==> src/sbt_pkg.sv <==
/*
 * Constants and the state record of the sixteen-bit timer block.
 * Assumes a single 40 MHz system clock and byte-wide registers, one per
 * aligned 32-bit word on the register bus.
 */
`default_nettype none

package sbt_pkg;

    // register byte offsets
    localparam logic [4:0] OFS_CTRL = 5'h00;
    localparam logic [4:0] OFS_CNT_LO = 5'h04;
    localparam logic [4:0] OFS_CNT_HI = 5'h08;
    localparam logic [4:0] OFS_CMP_LO = 5'h0C;
    localparam logic [4:0] OFS_CMP_HI = 5'h10;
    localparam logic [4:0] OFS_CMODE = 5'h14;
    localparam logic [4:0] OFS_FLAG = 5'h18;
    localparam logic [4:0] OFS_IE = 5'h1C;

    // control field positions
    localparam int CTRL_ON = 0;
    localparam int CTRL_CS = 1;
    localparam int CTRL_SYNC = 2;
    localparam int CTRL_OSC = 3;
    localparam int CTRL_PS = 4;
    localparam int CTRL_W = 6;

    // reset values and codes
    localparam logic [CTRL_W-1:0] CTRL_RST = 6'h00;
    localparam logic [3:0] CMODE_RST = 4'h0;
    localparam logic [3:0] CMODE_TRIG = 4'hB;
    localparam logic [15:0] CNT_MAX = 16'hFFFF;
    localparam logic [15:0] CMP_RST = 16'h0000;
    localparam logic [1:0] QDIV_LAST = 2'h3;   // system clock divided by four

    // whole state of the timer block
    typedef struct packed {
        logic [CTRL_W-1:0] ctrl;
        logic [15:0] cnt;
        logic [15:0] cmp;
        logic [3:0] cmode;
        logic ovf_flag;
        logic ovf_ie;
        logic [2:0] psc;
        logic [1:0] qdiv;
        logic src_q;
        logic armed;
        logic sync1;
        logic sync2;
        logic ack;
        logic [31:0] rdata;
    } sbt_state_t;

endpackage : sbt_pkg

`default_nettype wire

==> src/sbt_timer.sv <==
/*
 * Sixteen-bit timer/counter with prescaler, external or oscillator clock
 * source, compare-driven period clear and an Avalon-MM register slave.
 * Assumes rst is the power-on / brown-out reset; other resets arrive on
 * other_rst. Pin inputs are synchronous to sys_clk.
 */
// The Avalon-MM register port and the placing of the registers are this design's own decisions.
`timescale 1ns/10ps
`default_nettype none

module sbt_timer
    import sbt_pkg::*;
(
    input wire logic sys_clk,             // system clock, 40 MHz
    input wire logic rst,                 // power-on / brown-out reset
    input wire logic other_rst,           // any other device reset
    input wire logic [4:0] address,       // byte address
    input wire logic [3:0] byteenable,    // byte lanes
    input wire logic read,                // read request
    input wire logic write,               // write request
    input wire logic [31:0] writedata,    // write data
    output logic [31:0] readdata,         // read data
    output logic waitrequest,             // stall
    input wire logic ext_clk_pin,         // external clock input
    input wire logic osc_input_pin,       // crystal oscillator input
    output logic osc_output_pin,          // oscillator amplifier output
    output logic osc_output_pin_oe,       // oscillator output drive enable
    input wire logic adc_enabled,         // converter is enabled
    output logic adc_start,               // conversion start pulse
    output logic overflow_irq             // overflow interrupt request
);

    sbt_state_t s_q;
    sbt_state_t s_d;

    logic on_w;
    logic cs_w;
    logic async_w;
    logic src_w;
    logic raw_tick;
    logic ptick;
    logic inc;
    logic trig;
    logic acc;
    logic cnt_wr;
    logic [2:0] psc_lim;

    // true when the bus offset hits a given register; byte lanes are not checked here
    function automatic logic hit(input logic [4:0] a, input logic [4:0] ofs);
        return a == ofs;
    endfunction : hit

    assign on_w = s_q.ctrl[CTRL_ON];
    assign cs_w = s_q.ctrl[CTRL_CS];
    assign async_w = cs_w & s_q.ctrl[CTRL_SYNC];

    // oscillator inverter drives out only while enabled
    assign osc_output_pin_oe = s_q.ctrl[CTRL_OSC];
    assign osc_output_pin = s_q.ctrl[CTRL_OSC] & ~osc_input_pin;
    // oscillator pin replaces the plain pin when enabled
    assign src_w = s_q.ctrl[CTRL_OSC] ? osc_input_pin : ext_clk_pin;

    // quarter-rate tick or armed rising pin edge
    assign raw_tick = cs_w ? (src_w & ~s_q.src_q & s_q.armed) : (s_q.qdiv == QDIV_LAST);

    assign psc_lim = 3'((4'h1 << s_q.ctrl[CTRL_PS +: 2]) - 4'h1);
    assign ptick = on_w & raw_tick & (s_q.psc == psc_lim);

    // synchronized counting sits two stages behind the prescaler
    assign inc = on_w & ((cs_w & ~s_q.ctrl[CTRL_SYNC]) ? s_q.sync2 : ptick);

    // clear on the increment after reaching the compare value
    assign trig = (s_q.cmode == CMODE_TRIG) & ~async_w & inc & (s_q.cnt == s_q.cmp);
    assign adc_start = trig & adc_enabled;

    // bus answers on the second cycle of a request
    assign acc = (read | write) & s_q.ack;
    assign waitrequest = (read | write) & ~s_q.ack;
    assign readdata = s_q.rdata;
    assign cnt_wr = acc & write & byteenable[0]
        & (hit(address, OFS_CNT_LO) | hit(address, OFS_CNT_HI));

    assign overflow_irq = s_q.ovf_flag & s_q.ovf_ie;

    // next state
    always_comb begin
        s_d = s_q;
        s_d.src_q = src_w;
        s_d.qdiv = s_q.qdiv + 2'h1;
        s_d.ack = (read | write) & ~s_q.ack;
        s_d.sync1 = ptick;
        s_d.sync2 = s_q.sync1;

        // a pin count starts only after a falling edge is seen once enabled
        if (!on_w || !cs_w) begin
            s_d.armed = 1'b0;
        end else if (!src_w && s_q.src_q) begin
            s_d.armed = 1'b1;
        end

        if (on_w && raw_tick) begin
            s_d.psc = ptick ? 3'h0 : s_q.psc + 3'h1;
        end

        // write beats trigger, trigger beats increment; a byte write freezes the other byte
        if (trig && !cnt_wr) begin
            s_d.cnt = 16'h0000;
        end else if (inc && !cnt_wr) begin
            s_d.cnt = s_q.cnt + 16'h0001;
        end

        // register reads are latched in the stall cycle so data is from a flop
        if (read && !s_q.ack) begin
            s_d.rdata = 32'h0000_0000;
            case (address)
                OFS_CTRL: s_d.rdata[CTRL_W-1:0] = s_q.ctrl;
                // count is a plain flop, stable while read
                OFS_CNT_LO: s_d.rdata[7:0] = s_q.cnt[7:0];
                OFS_CNT_HI: s_d.rdata[7:0] = s_q.cnt[15:8];
                OFS_CMP_LO: s_d.rdata[7:0] = s_q.cmp[7:0];
                OFS_CMP_HI: s_d.rdata[7:0] = s_q.cmp[15:8];
                OFS_CMODE: s_d.rdata[3:0] = s_q.cmode;
                OFS_FLAG: s_d.rdata[0] = s_q.ovf_flag;
                OFS_IE: s_d.rdata[0] = s_q.ovf_ie;
                default: s_d.rdata = 32'h0000_0000;
            endcase
        end

        // register writes take effect on the answer edge
        if (acc && write && byteenable[0]) begin
            case (address)
                // plain store: 0Fh sets the ON, CS, SYNC and OSC bits at once and leaves PS at 0
                OFS_CTRL: s_d.ctrl = writedata[CTRL_W-1:0];
                // write wins over increment and trigger clear
                OFS_CNT_LO: s_d.cnt[7:0] = writedata[7:0];
                OFS_CNT_HI: s_d.cnt[15:8] = writedata[7:0];
                OFS_CMP_LO: s_d.cmp[7:0] = writedata[7:0];
                OFS_CMP_HI: s_d.cmp[15:8] = writedata[7:0];
                OFS_CMODE: s_d.cmode = writedata[3:0];
                OFS_FLAG: s_d.ovf_flag = writedata[0];
                OFS_IE: s_d.ovf_ie = writedata[0];
                default: s_d.ctrl = s_d.ctrl;
            endcase
        end

        // counter byte writes restart the prescaler
        if (cnt_wr) begin
            s_d.psc = 3'h0;
            s_d.sync1 = 1'b0;
            s_d.sync2 = 1'b0;
        end

        // rollover sets the flag; a set beats a bus clear in the same cycle
        if (inc && !trig && !cnt_wr && s_q.cnt == CNT_MAX) begin
            s_d.ovf_flag = 1'b1;
        end

        // other resets leave control and count alone
        if (other_rst) begin
            s_d.ovf_flag = 1'b0;
            s_d.ovf_ie = 1'b0;
            s_d.cmode = CMODE_RST;
            s_d.psc = 3'h0;
            s_d.ack = 1'b0;
        end

        // power-on zeroes control but keeps the count
        if (rst) begin
            s_d = '0;
            s_d.ctrl = CTRL_RST;
            s_d.cmp = CMP_RST;
            s_d.cmode = CMODE_RST;
            s_d.cnt = s_q.cnt;
        end
    end

    // single state register, reset handled above
    always_ff @(posedge sys_clk) begin
        s_q <= s_d;
    end
endmodule : sbt_timer

`default_nettype wire

==> config.mk <==
export PLATFORM = sky130hd
export DESIGN_NAME = sbt_timer
export DESIGN_NICKNAME = d
export VERILOG_FILES = /design/src/sbt_pkg.sv /design/src/sbt_timer.sv
export SDC_FILE = /design/constraint.sdc
export NUM_CORES = 1
export LEC_CHECK = 0
export ABC_AREA = 1
export BUFFER_PORTS_ARGS = -buffer_cell sky130_fd_sc_hd__buf_2
export CAP_MARGIN = 20
export CORE_UTILIZATION = 49
export DETAILED_ROUTE_END_ITERATION = 16
export MAX_ROUTING_LAYER = met4
export PLACE_DENSITY = 0.79
export SLEW_MARGIN = 0
export SYNTH_ARGS = -nofsm -noshare
export SYNTH_HDL_FRONTEND = slang
export SYNTH_SLANG_ARGS = --single-unit
==> constraint.sdc <==
create_clock -name sys_clk -period 1.9 [get_ports sys_clk]
set_clock_uncertainty 0.2 [all_clocks]
set_input_delay 0.285 -clock sys_clk [delete_from_list [all_inputs] [get_ports sys_clk]]
set_output_delay 0.285 -clock sys_clk [all_outputs]
set_load 0.02 [all_outputs]
; ---- Word-level counts from Yosys, hierarchy flattened
; Index checks and enable logic that the tools add are counted.
[word_totals]
register_bits = 62
word_cells = 106
out_inout_bits = 37
inputBits = 49
[op_classes]
addsub = 4
n_reduce_logical = 30
n_mux = 19
n_shift = 1
eq_ne = 12
n_bitwise = 25
[op_table]
columns = operator, count
row1 = $mux 38, 1
row2 = $mux 16, 2
row3 = $mux 8, 4
row4 = $eq 5x5->1 const B, 4
row5 = $and 1x1->1, 18
row6 = $pmux 3 s6, 1
row7 = $add 16x1->16 const B, 1
row8 = $eq 16x16->1, 1
row9 = $eq 16x16->1 const B, 1
row10 = $reduce_and 2->1, 6
row11 = $eq 5x4->1 const B, 2
row12 = $logic_and 1x1->1, 10
row13 = $pmux 2 s5, 1
row14 = $pmux 1 s8, 1
row15 = $pmux 2 s4, 1
row16 = $logic_not 1->1, 6
row17 = $mux 1, 6
row18 = $reduce_or 2->1, 3
row19 = $eq 5x3->1 const B, 1
row20 = $logic_not 5->1, 1
row21 = $not 1->1, 5
row22 = $eq 4x4->1 const B, 1
row23 = $mux 4, 1
row24 = $reduce_bool 2->1, 2
row25 = 10 further kinds, 11

; ---- Logic depth before layout (Yosys ltp)
; Gate-level depths: netlist of run 1.
[logic_depth]
word_depth = 16
ltp_mapped = 14
mapped_depth_nobuf = 14

; ---- Worst setup path before layout of run 1
; OpenSTA, ideal clock, no wires.
[synth_path]
kind = register to output
start = reg s_q, in the netlist osc_output_pin_oe
end = out adc_start
required_ns = 1.415
stages_incl_launch_ff = 9
slack_ns = -0.254
n_path_buf = 0
arrival_ns = 1.669
cell_sequence = dfxtp_1 -> nand2_1 -> nand2_1 -> nand2_1 -> a21oi_2 -> nand2_2 -> nand2_2 -> nand2_1 -> nor3b_1
[synth_between]
elab_chain_cells = 11
[synth_rtl]
columns = element, line_no
row1 = start: declaration, sbt_timer.sv:33  ; sbt_state_t s_q;
row2 = start signal: assignment, sbt_timer.sv:179  ; s_q <= s_d;
row3 = $mux 1, sbt_timer.sv:61  ; assign src_w = s_q.ctrl[CTRL_OSC] ? osc_input_pin : ext_clk_pin;
row4 = $and 1x1->1 (2 in a row), sbt_timer.sv:64  ; assign raw_tick = cs_w ? (src_w & ~s_q.src_q & s_q.armed) : (s_q.qdiv == QDIV_LAST);
row5 = $mux 1, sbt_timer.sv:64
row6 = $and 1x1->1 (2 in a row), sbt_timer.sv:67  ; assign ptick = on_w & raw_tick & (s_q.psc == psc_lim);
row7 = $mux 1, sbt_timer.sv:70  ; assign inc = on_w & ((cs_w & ~s_q.ctrl[CTRL_SYNC]) ? s_q.sync2 : ptick);
row8 = $and 1x1->1, sbt_timer.sv:70
row9 = $and 1x1->1 (2 in a row), sbt_timer.sv:73  ; assign trig = (s_q.cmode == CMODE_TRIG) & ~async_w & inc & (s_q.cnt == s_q.cmp);
row10 = $and 1x1->1, sbt_timer.sv:74  ; assign adc_start = trig & adc_enabled;
row11 = end: declaration, sbt_timer.sv:29  ; output logic adc_start,
; No other way between the ends.

; ---- Final worst setup path of run 1
[layout_path]
start = reg s_q[64] (netlist name)
end = out adc_start
[layout_between]
elab_chain_cells = 3
[layout_rtl]
columns = element, line_no
row1 = $eq 16x16->1, sbt_timer.sv:73
row2 = $and 1x1->1, sbt_timer.sv:73
row3 = $and 1x1->1, sbt_timer.sv:74
; No other way between the ends.

==> flow_summary_export.csv, run 1 <==
group,metric,value,unit
hold_path,hold_path_depth,2,
final_layout,fin_nets,758,
clocking,clk_pin_slew,0.08,ns
timing,setup_viol,18,
timing,slew_violations,0,
drt,vias,4424,
global_routing,grt_pass1_wl,20300,um
timing,rsz0062_at_grt,"yes",
critical_path,startpoint,"s_q[64]",
critical_path,critical_path_class,"reg -> out",
clocking,cts-root-to-sink-buffers,2,
critical_path,arrival,1.80,ns
global_routing,grt_pass1_vias,3984,
final_layout,num_antenna_cells,0,
final_layout,fillers,633,
power,p_leak,2.45,nW
clocking,h-tree-depth,3,
critical_path,cp_max_fo,3,
timing,period_minus_slack,2.29,ns
global_routing,gr-total-overflow,0,
global_routing,antenna_found_initial,0,
drt,drc,0,
drt,routedWlPerCell,16.4,um
floorplanning,die_w,90.5,um
floorplanning,core,7410,um^2
timing,setup_slack,-0.386,ns
hold_path,min_path_type,"in -> reg",
floorplanning,rows,31,
run,drv_cap,0,
drt,viasPerCell,5.46,
critical_path,r2r_slack,-0.28,ns
critical_path,required,1.41,ns
clocking,cts_tree,"yes",
drt,drt_pass1_iterations,5,
yosys,synth_xor_area_share,1.82,%
timing,clock.fmax,438,MHz
drt,dr.first_iter.drc_count,477,
yosys,syn_inst,560,
clocking,insertion_delay,0.35,ns
yosys,yosysWarnings,0,
yosys,synth.area.mux_share,0,%
hold_path,hold_end,"readdata[0]",
placed_design,dp_hpwl,9640,um
clocking,numCtsBuffers,9,
global_routing,grt_max_degree,45,
yosys,ys_seq_elements,62,
yosys,synth_top_family_by_area,"simple AND/OR/NAND/NOR gates",
status,status,"finished with violations",
yosys,synth_area_per_cell,6.86,um^2
clocking,clock-sinks,62,
timing,hold_violations,0,
final_layout,drive_gt1_share,36.4,%
placed_design,routabilityCongestion,1.02,
drt,ant_nets,0,
placed_design,dp_slack,-0.193,ns
timing,final.period_utilization,120,%
yosys,ys_seq_area_share,36.5,%
critical_path,rr_startpoint,"s_q[64]",
floorplanning,start_util,51.8,%
yosys,syn_area,3840,um^2
power,ir_worst_vdd,0.387,mV
clocking,cts-root-buf,"clkbuf_8",
status,violations,"setup timing",
yosys,synth_compound_area_share,15.8,%
yosys,synthDistinctLibCells,39,
drt,routed_wl,13300,um
critical_path,critPathLaunchType,"flip-flop",
power,power_density,597,nW/um^2
floorplanning,design.die.area,8190,um^2
final_layout,area.growth.synth_to_final,39.4,%
floorplanning,die_height,90.5,um
placed_design,port_buffers,34,
critical_path,rr_endpoint,"s_q[78]",
critical_path,end_kind,"output port",
floorplanning,ios,86,
yosys,synth-adder-area-share,0.978,%
hold_path,holdCritStartpoint,"rst",
global_routing,grt_usage,33.4,%
yosys,synth_simple_gate_area_share,29.6,%
critical_path,r2r_cells,11,
timing,fin_tns_setup,-3.55,ns
area by class of cell:
type	instances	area, um^2	area share, %
inverter	75	292	5.45
clock inverter	5	60.1	1.12
multi-input combinational	403	2170	40.5
timing repair buffer	154	1120	20.9
tap	99	124	2.31
sequential	62	1420	26.5
timing repair inverter	1	8.76	0.164
clock buffer	11	163	3.04
per-stage QoR:
step | cell area (um^2) | std cells | utilization, % | power (mW) | hold slack [ns]
floorplan | 3950 | 583 | - | 1.70 | 0.194
global placement | 4670 | 768 | 63.0 | 1.83 | 0.200
detailed placement | 4670 | 768 | 63.0 | 1.84 | 0.205
CTS | 5070 | 798 | 68.4 | 3.15 | 0.00436
global route | 5350 | 810 | 72.2 | 3.29 | 0.0119
finish | 5350 | 810 | 72.2 | 3.19 | 0.00951
registers in the layout, summed over array words and instances (netlist names):
register,cells
on_w,1
cs_w,1
s_q,51
osc_output_pin_oe,1
readdata,8
synth_stat cells, drive strengths merged:
cell type | number | area (um^2)
nor4 | 3 | 18.8
nand3 | 38 | 208
xnor2 | 4 | 35.0
a221oi | 3 | 26.3
nand3b | 2 | 15.0
nand4 | 12 | 75.1
clkbuf | 5 | 18.8
inv | 74 | 280
edfxtp | 16 | 480
buf | 38 | 283
nor2 | 52 | 208
a211oi | 2 | 15.0
o22ai | 13 | 81.3
xor2 | 4 | 35.0
o2111ai | 1 | 8.76
o21ai | 54 | 282
clkinv | 1 | 3.75
a2111oi | 1 | 8.76
or2 | 1 | 6.26
nand2 | 140 | 538
dfxtp | 46 | 921
conb | 1 | 3.75
ha | 3 | 37.5
nor3b | 1 | 7.51
nor3 | 9 | 60.1
a21oi | 36 | 184
layer usage:
layer	GRT usage (%)	vias to the layer above	wire (um)
li1	-	2083	-
met2	52.7	250	6180
met4	14.7	0	580
met1	42.9	2045	5260
met5	-	-	0
met3	4.12	46	1270
logic make-up (layout without fill, tap and decap cells):
kind of cell | count (synthesis) | in the layout
AO/OA/AOI/OAI | 110 | 110
AND/OR/NAND/NOR | 258 | 258
flip-flops | 62 | 62
XOR/XNOR | 8 | 8
other | 1 | 24
adder cells (fa/ha/maj) | 3 | 3
buffers and inverters | 118 | 246
what timing repair did:
item	CTS	global route
cloned	1	0
gates resized for setup	22	59
pin swaps	6	17
setup buffers	13	12
endpoints found under the setup margin	18	21
hold buffers	0	0
where the power goes:
part           switching [mW]  internal (mW)
Combinational           0.276          0.173
Sequential             0.0287           1.39
Clock                   0.597          0.733
Total                   0.902           2.29
critical path, stage by stage (launching register included):
cell,delay [ns]
edfxtp_1,0.46
nand2_1,0.15
nand2_1,0.06
nor2_1,0.13
nand2_1,0.07
nor2_2,0.09
nand3_2,0.10
nor3b_2,0.22
buf_4,0.17
cells in the final DEF, fill, tap and decap left out, types with 4 or more instances in the layout:
cell type,count
a21oi_1,34
buf_2,33
buf_4,111
buf_6,9
clkbuf_8,10
conb_1,24
dfxtp_1,40
edfxtp_1,16
inv_1,61
inv_2,11
nand2_1,122
nand2_2,16
nand3_1,22
nand3_2,15
nand4_1,12
nor2_1,40
nor2_2,7
nor2_4,5
nor3_2,6
o21ai_0,37
o21ai_1,6
o21ai_2,9
o22ai_1,13
xnor2_1,4
xor2_1,4
how the worst max path moves through the flow:
stage                           end  cells past startpoint  slack [ns]
after floorplan             s_q[71]                     13       -0.07
after global placement      s_q[78]                     10       -0.15
after detailed placement    s_q[78]                     10       -0.19
after CTS                 adc_start                     11       -0.39
after global routing      adc_start                      9       -0.50
final                     adc_start                      8       -0.39
No activity file was read; power rests on OpenSTA's default activity.
==> inputs of run 2 (changes only) <==
--- a/config.mk
+++ b/config.mk
@@ -8,10 +8,13 @@
 export ABC_AREA = 1
 export BUFFER_PORTS_ARGS = -buffer_cell sky130_fd_sc_hd__buf_2
 export CAP_MARGIN = 20
+export CORE_ASPECT_RATIO = 0.9
+export CORE_MARGIN = 10
 export CORE_UTILIZATION = 49
 export DETAILED_ROUTE_END_ITERATION = 16
 export MAX_ROUTING_LAYER = met4
 export PLACE_DENSITY = 0.79
+export SKIP_CTS_REPAIR_TIMING = 1
 export SLEW_MARGIN = 0
 export SYNTH_ARGS = -nofsm -noshare
 export SYNTH_HDL_FRONTEND = slang
==> run 2 against run 1 <==
The run still ends with setup timing left. Clock power shrank 11%. Cell count decreased by 0.62%. Largest power group unchanged. Count of clock-buffer cells in the layout grew 1. Sequential cell count is the same. Utilization is 3.0 points lower. Setup slack better by 0.0075 ns. Hold slack worse by 0.0010 ns. Register-to-register slack improved by 0.02 ns. Routed wire length rose by 1.2%.
==> flow_summary_export.csv, run 2 (same netlist as run 1, synthesis figures left out) <==
group,metric,value,unit
drt,vias,4341,
final_layout,fillers,674,
critical_path,required,1.41,ns
global_routing,grt_pass1_vias,4098,
timing,clock.fmax,439,MHz
floorplanning,start_util,50.6,%
timing,fin_tns_setup,-4.36,ns
critical_path,rr_endpoint,"s_q[67]",
clocking,h-tree-depth,3,
clocking,cts_tree,"yes",
clocking,clock-sinks,62,
critical_path,cp_max_fo,2,
drt,ant_nets,0,
clocking,cts-root-buf,"clkbuf_8",
timing,period_minus_slack,2.28,ns
run,drv_cap,0,
placed_design,dp_hpwl,10500,um
final_layout,drive_gt1_share,32.4,%
clocking,clk_pin_slew,0.08,ns
clocking,numCtsBuffers,9,
placed_design,port_buffers,34,
placed_design,routabilityCongestion,0.950,
critical_path,startpoint,"s_q[70]",
drt,dr.first_iter.drc_count,432,
critical_path,r2r_cells,14,
clocking,cts-root-to-sink-buffers,2,
timing,setup_slack,-0.378,ns
hold_path,holdCritStartpoint,"rst",
critical_path,rr_startpoint,"osc_output_pin_oe",
status,violations,"setup timing",
drt,drt_pass1_iterations,7,
global_routing,antenna_found_initial,0,
timing,setup_viol,18,
placed_design,dp_slack,-0.319,ns
timing,hold_ws,0.00851,ns
final_layout,top_register,"s_q",
critical_path,critical_path_class,"reg -> out",
floorplanning,die_w,113,um
critical_path,r2r_slack,-0.26,ns
floorplanning,design.die.area,11800,um^2
timing,rsz0062_at_grt,"yes",
power,ir_worst_vdd,0.385,mV
clocking,insertion_delay,0.35,ns
global_routing,grt_usage,22.4,%
hold_path,min_path_type,"in -> reg",
floorplanning,rows,30,
final_layout,largest_register_ff_count,51,
drt,routed_wl,13400,um
global_routing,grt_max_degree,32,
hold_path,hold_path_depth,2,
final_layout,fin_nets,756,
power,p_leak,2.41,nW
critical_path,critPathLaunchType,"flip-flop",
floorplanning,core,7580,um^2
drt,viasPerCell,5.39,
final_layout,layout_common_cells,"nand2_1, buf_4, inv_1",
global_routing,grt_pass1_wl,20800,um
global_routing,gr-total-overflow,0,
status,status,"finished with violations",
hold_path,hold_end,"readdata[0]",
drt,routedWlPerCell,16.7,um
floorplanning,ios,86,
drt,drc,0,
critical_path,end_kind,"output port",
final_layout,area.growth.synth_to_final,36.8,%
power,power_density,582,nW/um^2
final_layout,num_antenna_cells,0,
floorplanning,die_height,104,um
critical_path,arrival,1.79,ns
timing,final.period_utilization,120,%
timing,hold_violations,0,
timing,slew_violations,0,
power,power,3.06,mW
final_layout,final_common_cell,"nand2_1",
run 2: metal layers:
metal	vias up	GRT usage, %	wire length [um]	part of all wire [%]
li1	2082	-	-	-
met1	1995	28.2	5600	42
met2	239	35.1	6310	47
met3	25	5.42	1310	9.8
met4	0	5.43	206	1.5
met5	-	-	0	0
run 2: critical path, stage by stage (launching register included):
cell      delay (ns)
edfxtp_1        0.46
xnor2_2         0.24
buf_4           0.15
nand2_1         0.04
nor2_1          0.12
nand3_2         0.11
nor3b_2         0.16
buf_4           0.16
run 2: cell type report:
cell class	instances	area (um^2)	area share (%)
clock buffer	12	178	3.38
clock inverter	4	25.0	0.476
inverter	75	297	5.65
multi-input combinational	403	2120	40.4
sequential	62	1410	26.8
tap	96	120	2.29
timing repair buffer	153	1110	21.1
run 2: power breakdown:
part | internal [mW] | switching, mW | leakage (nW)
logic | 0.177 | 0.278 | 1.78
registers | 1.39 | 0.0280 | 0.531
clock network | 0.632 | 0.554 | 0.107
run 2: worst max path at each step:
stage	end	slack (ns)	cells past startpoint
2_1_floorplan	s_q[71]	-0.07	13
3_3_place_gp	s_q[64]	-0.30	9
3_5_place_dp	s_q[64]	-0.32	9
4_1_cts	adc_start	-0.59	7
5_1_grt	adc_start	-0.45	11
6_report	adc_start	-0.38	7
run 2: through the flow:
stage	utilization, %	instances	area (um^2)
global placement	62.8	778	4760
finish	69.3	805	5250
floorplan	-	583	3950
CTS	65.4	794	4960
global route	69.3	805	5250
detailed placement	62.8	778	4760
==> inputs of run 3 (changes only) <==
--- a/config.mk
+++ b/config.mk
@@ -13,7 +13,7 @@
 export CORE_UTILIZATION = 49
 export DETAILED_ROUTE_END_ITERATION = 16
 export MAX_ROUTING_LAYER = met4
-export PLACE_DENSITY = 0.79
+export PLACE_DENSITY_LB_ADDON = 0.15
 export SKIP_CTS_REPAIR_TIMING = 1
 export SLEW_MARGIN = 0
 export SYNTH_ARGS = -nofsm -noshare
==> run 3 against run 2 <==
The flow still finishes with violations (setup timing). Power up 4.3%. Count of clock-buffer cells in the layout up 3. Highest routed layer unchanged. First-iteration DRC count down 5.8%. Hold slack worse by 0.0018 ns. Sequential cell count unchanged. Critical path depth up 3. Sequential power about the same. Critical path type unchanged.
==> flow_summary_export.csv, run 3 (same netlist as run 1, synthesis figures left out) <==
group,metric,value,unit
critical_path,critPathBufInv,3,
floorplanning,rows,30,
timing,clock.fmax,435,MHz
clocking,cts-root-to-sink-buffers,2,
clocking,clk_pin_slew,0.07,ns
final_layout,largest_register_ff_count,51,
power,power,3.19,mW
critical_path,startpoint,"s_q[64]",
drt,viasPerCell,5.33,
critical_path,critPathLaunchType,"flip-flop",
final_layout,drive_gt1_share,39.1,%
final_layout,fillers,648,
status,status,"finished with violations",
clocking,h-tree-depth,3,
timing,period_minus_slack,2.30,ns
final_layout,top_register,"s_q",
final_layout,area.growth.synth_to_final,43.4,%
timing,setup_slack,-0.399,ns
placed_design,port_buffers,34,
hold_path,min_path_type,"in -> reg",
drt,vias,4364,
power,p_sw_share,27.4,%
power,power_density,579,nW/um^2
drt,drt_pass1_iterations,6,
global_routing,grt_usage,22.4,%
timing,slew_violations,0,
final_layout,layout_common_cells,"buf_4, nand2_1, inv_1",
final_layout,num_antenna_cells,0,
power,ir_worst_vdd,0.421,mV
clocking,clock-sinks,62,
power,cell_internal_pwr,2.32,mW
global_routing,antenna_found_initial,0,
critical_path,required,1.41,ns
final_layout,fin_nets,769,
timing,final.period_utilization,121,%
floorplanning,die_w,113,um
status,violations,"setup timing",
power,p_comb_share,15.1,%
global_routing,grt_pass1_wl,20500,um
timing,setup_viol,18,
clocking,cts_tree,"yes",
floorplanning,ios,86,
final_layout,fin_util,72.6,%
critical_path,crit_family,"simple AND/OR/NAND/NOR gates",
timing,hold_violations,0,
global_routing,grt_pass1_vias,3966,
critical_path,arrival,1.81,ns
drt,ant_nets,0,
critical_path,cpPeakStageDelay,0.37,ns
final_layout,final_common_cell,"buf_4",
timing,fin_tns_setup,-4.10,ns
drt,drc,0,
drt,routedWlPerCell,17.2,um
power,netSwitchingPower,0.873,mW
critical_path,rr_startpoint,"s_q[64]",
clocking,numCtsBuffers,9,
timing,rsz0062_at_grt,"yes",
critical_path,cp_slowest_cell,"edfxtp_1",
critical_path,cp_max_fo,4,
placed_design,routabilityCongestion,0.941,
drt,routed_wl,14100,um
clocking,insertion_delay,0.35,ns
drt,dr.first_iter.drc_count,407,
floorplanning,die_height,104,um
global_routing,gr-total-overflow,0,
power,sequentialPowerShare,44.4,%
critical_path,path_cells,"buf_6 > inv_4 > nand2_2 > nand2_2 > nor2_2 > nand2_1 > nor2_2 > nand3_2 > nor3b_2 > buf_4",
critical_path,critical_path_class,"reg -> out",
critical_path,end_kind,"output port",
global_routing,grt_max_degree,45,
floorplanning,core,7580,um^2
clocking,cts-root-buf,"clkbuf_8",
run,drv_cap,0,
floorplanning,design.die.area,11800,um^2
power,p_leak,2.49,nW
floorplanning,start_util,50.6,%
hold_path,holdCritStartpoint,"rst",
power,p_clk_share,40.5,%
placed_design,dp_hpwl,10300,um
run 3: cell count changes in the layout (fill, tap and decap cells not counted), moves of 2 or more:
cell and change:
buf_4 +5, inv_2 +2, o21ai_2 +4, nand2_4 +2, nand2_2 +19, nand3_2 +5, nor2_2 +7, o21ai_0 -2
inv_1 -4, nand3_1 -4, nand2_1 -21, nor2_1 -8, buf_6 +7, clkbuf_8 +3
run 3: path summary, 6_finish.rpt:
kind | to | slack, ns | cells after the start
min | s_q[37] | 0.007 | 2
max reg2reg | s_q[75] | -0.32 | 14
max | adc_start | -0.40 | 10
min reg2reg | s_q[33] | 0.22 | 2
run 3: metal layers:
metal  vias up  routed length [um]  GRT usage [%]  share of wire, %
met5         -                   0              -                 0
met4         0                 193           5.34               1.4
met3        20                1050           4.84               7.4
met2       189                6650           34.0                47
met1      2035                6170           29.5                44
li1       2120                   -              -                 -
run 3: area by class of cell:
type	count	area [um^2]	area share [%]
multi-input cells	403	2210	40.1
flip-flops and latches	62	1410	25.6
repair buffers	165	1220	22.2
inverters	75	305	5.54
clock buffers	15	219	3.98
well taps	96	120	2.18
repair inverters	1	16.3	0.295
clock inverters	1	5.00	0.0909
run 3: stage by stage:
step | std cells | setup WS, ns | instance area [um^2] | hold WS [ns]
3_5_place_dp | 771 | -0.232 | 4710 | 0.203
2_1_floorplan | 583 | -0.0669 | 3950 | 0.194
4_1_cts | 787 | -0.593 | 4930 | 0.00140
6_report | 818 | -0.399 | 5510 | 0.00675
5_1_grt | 818 | -0.455 | 5510 | 0.0168
3_3_place_gp | 771 | -0.213 | 4710 | 0.200
run 3: power groups by stage:
stage	clock network [mW]	registers, mW	logic [mW]
after floorplan	0	1.44	0.260
after global placement	0	1.44	0.408
after detailed placement	0	1.44	0.413
after CTS	1.29	1.41	0.415
after global routing	1.36	1.42	0.521
final	1.29	1.42	0.481
run 3: worst register-to-register path: cells and delay by family, from the launching register on:
kind | cells | cell delay [ns]
flops | 1 | 0.37
buf+inv | 5 | 0.54
simple gates | 8 | 0.70
compound gates | 1 | 0.17
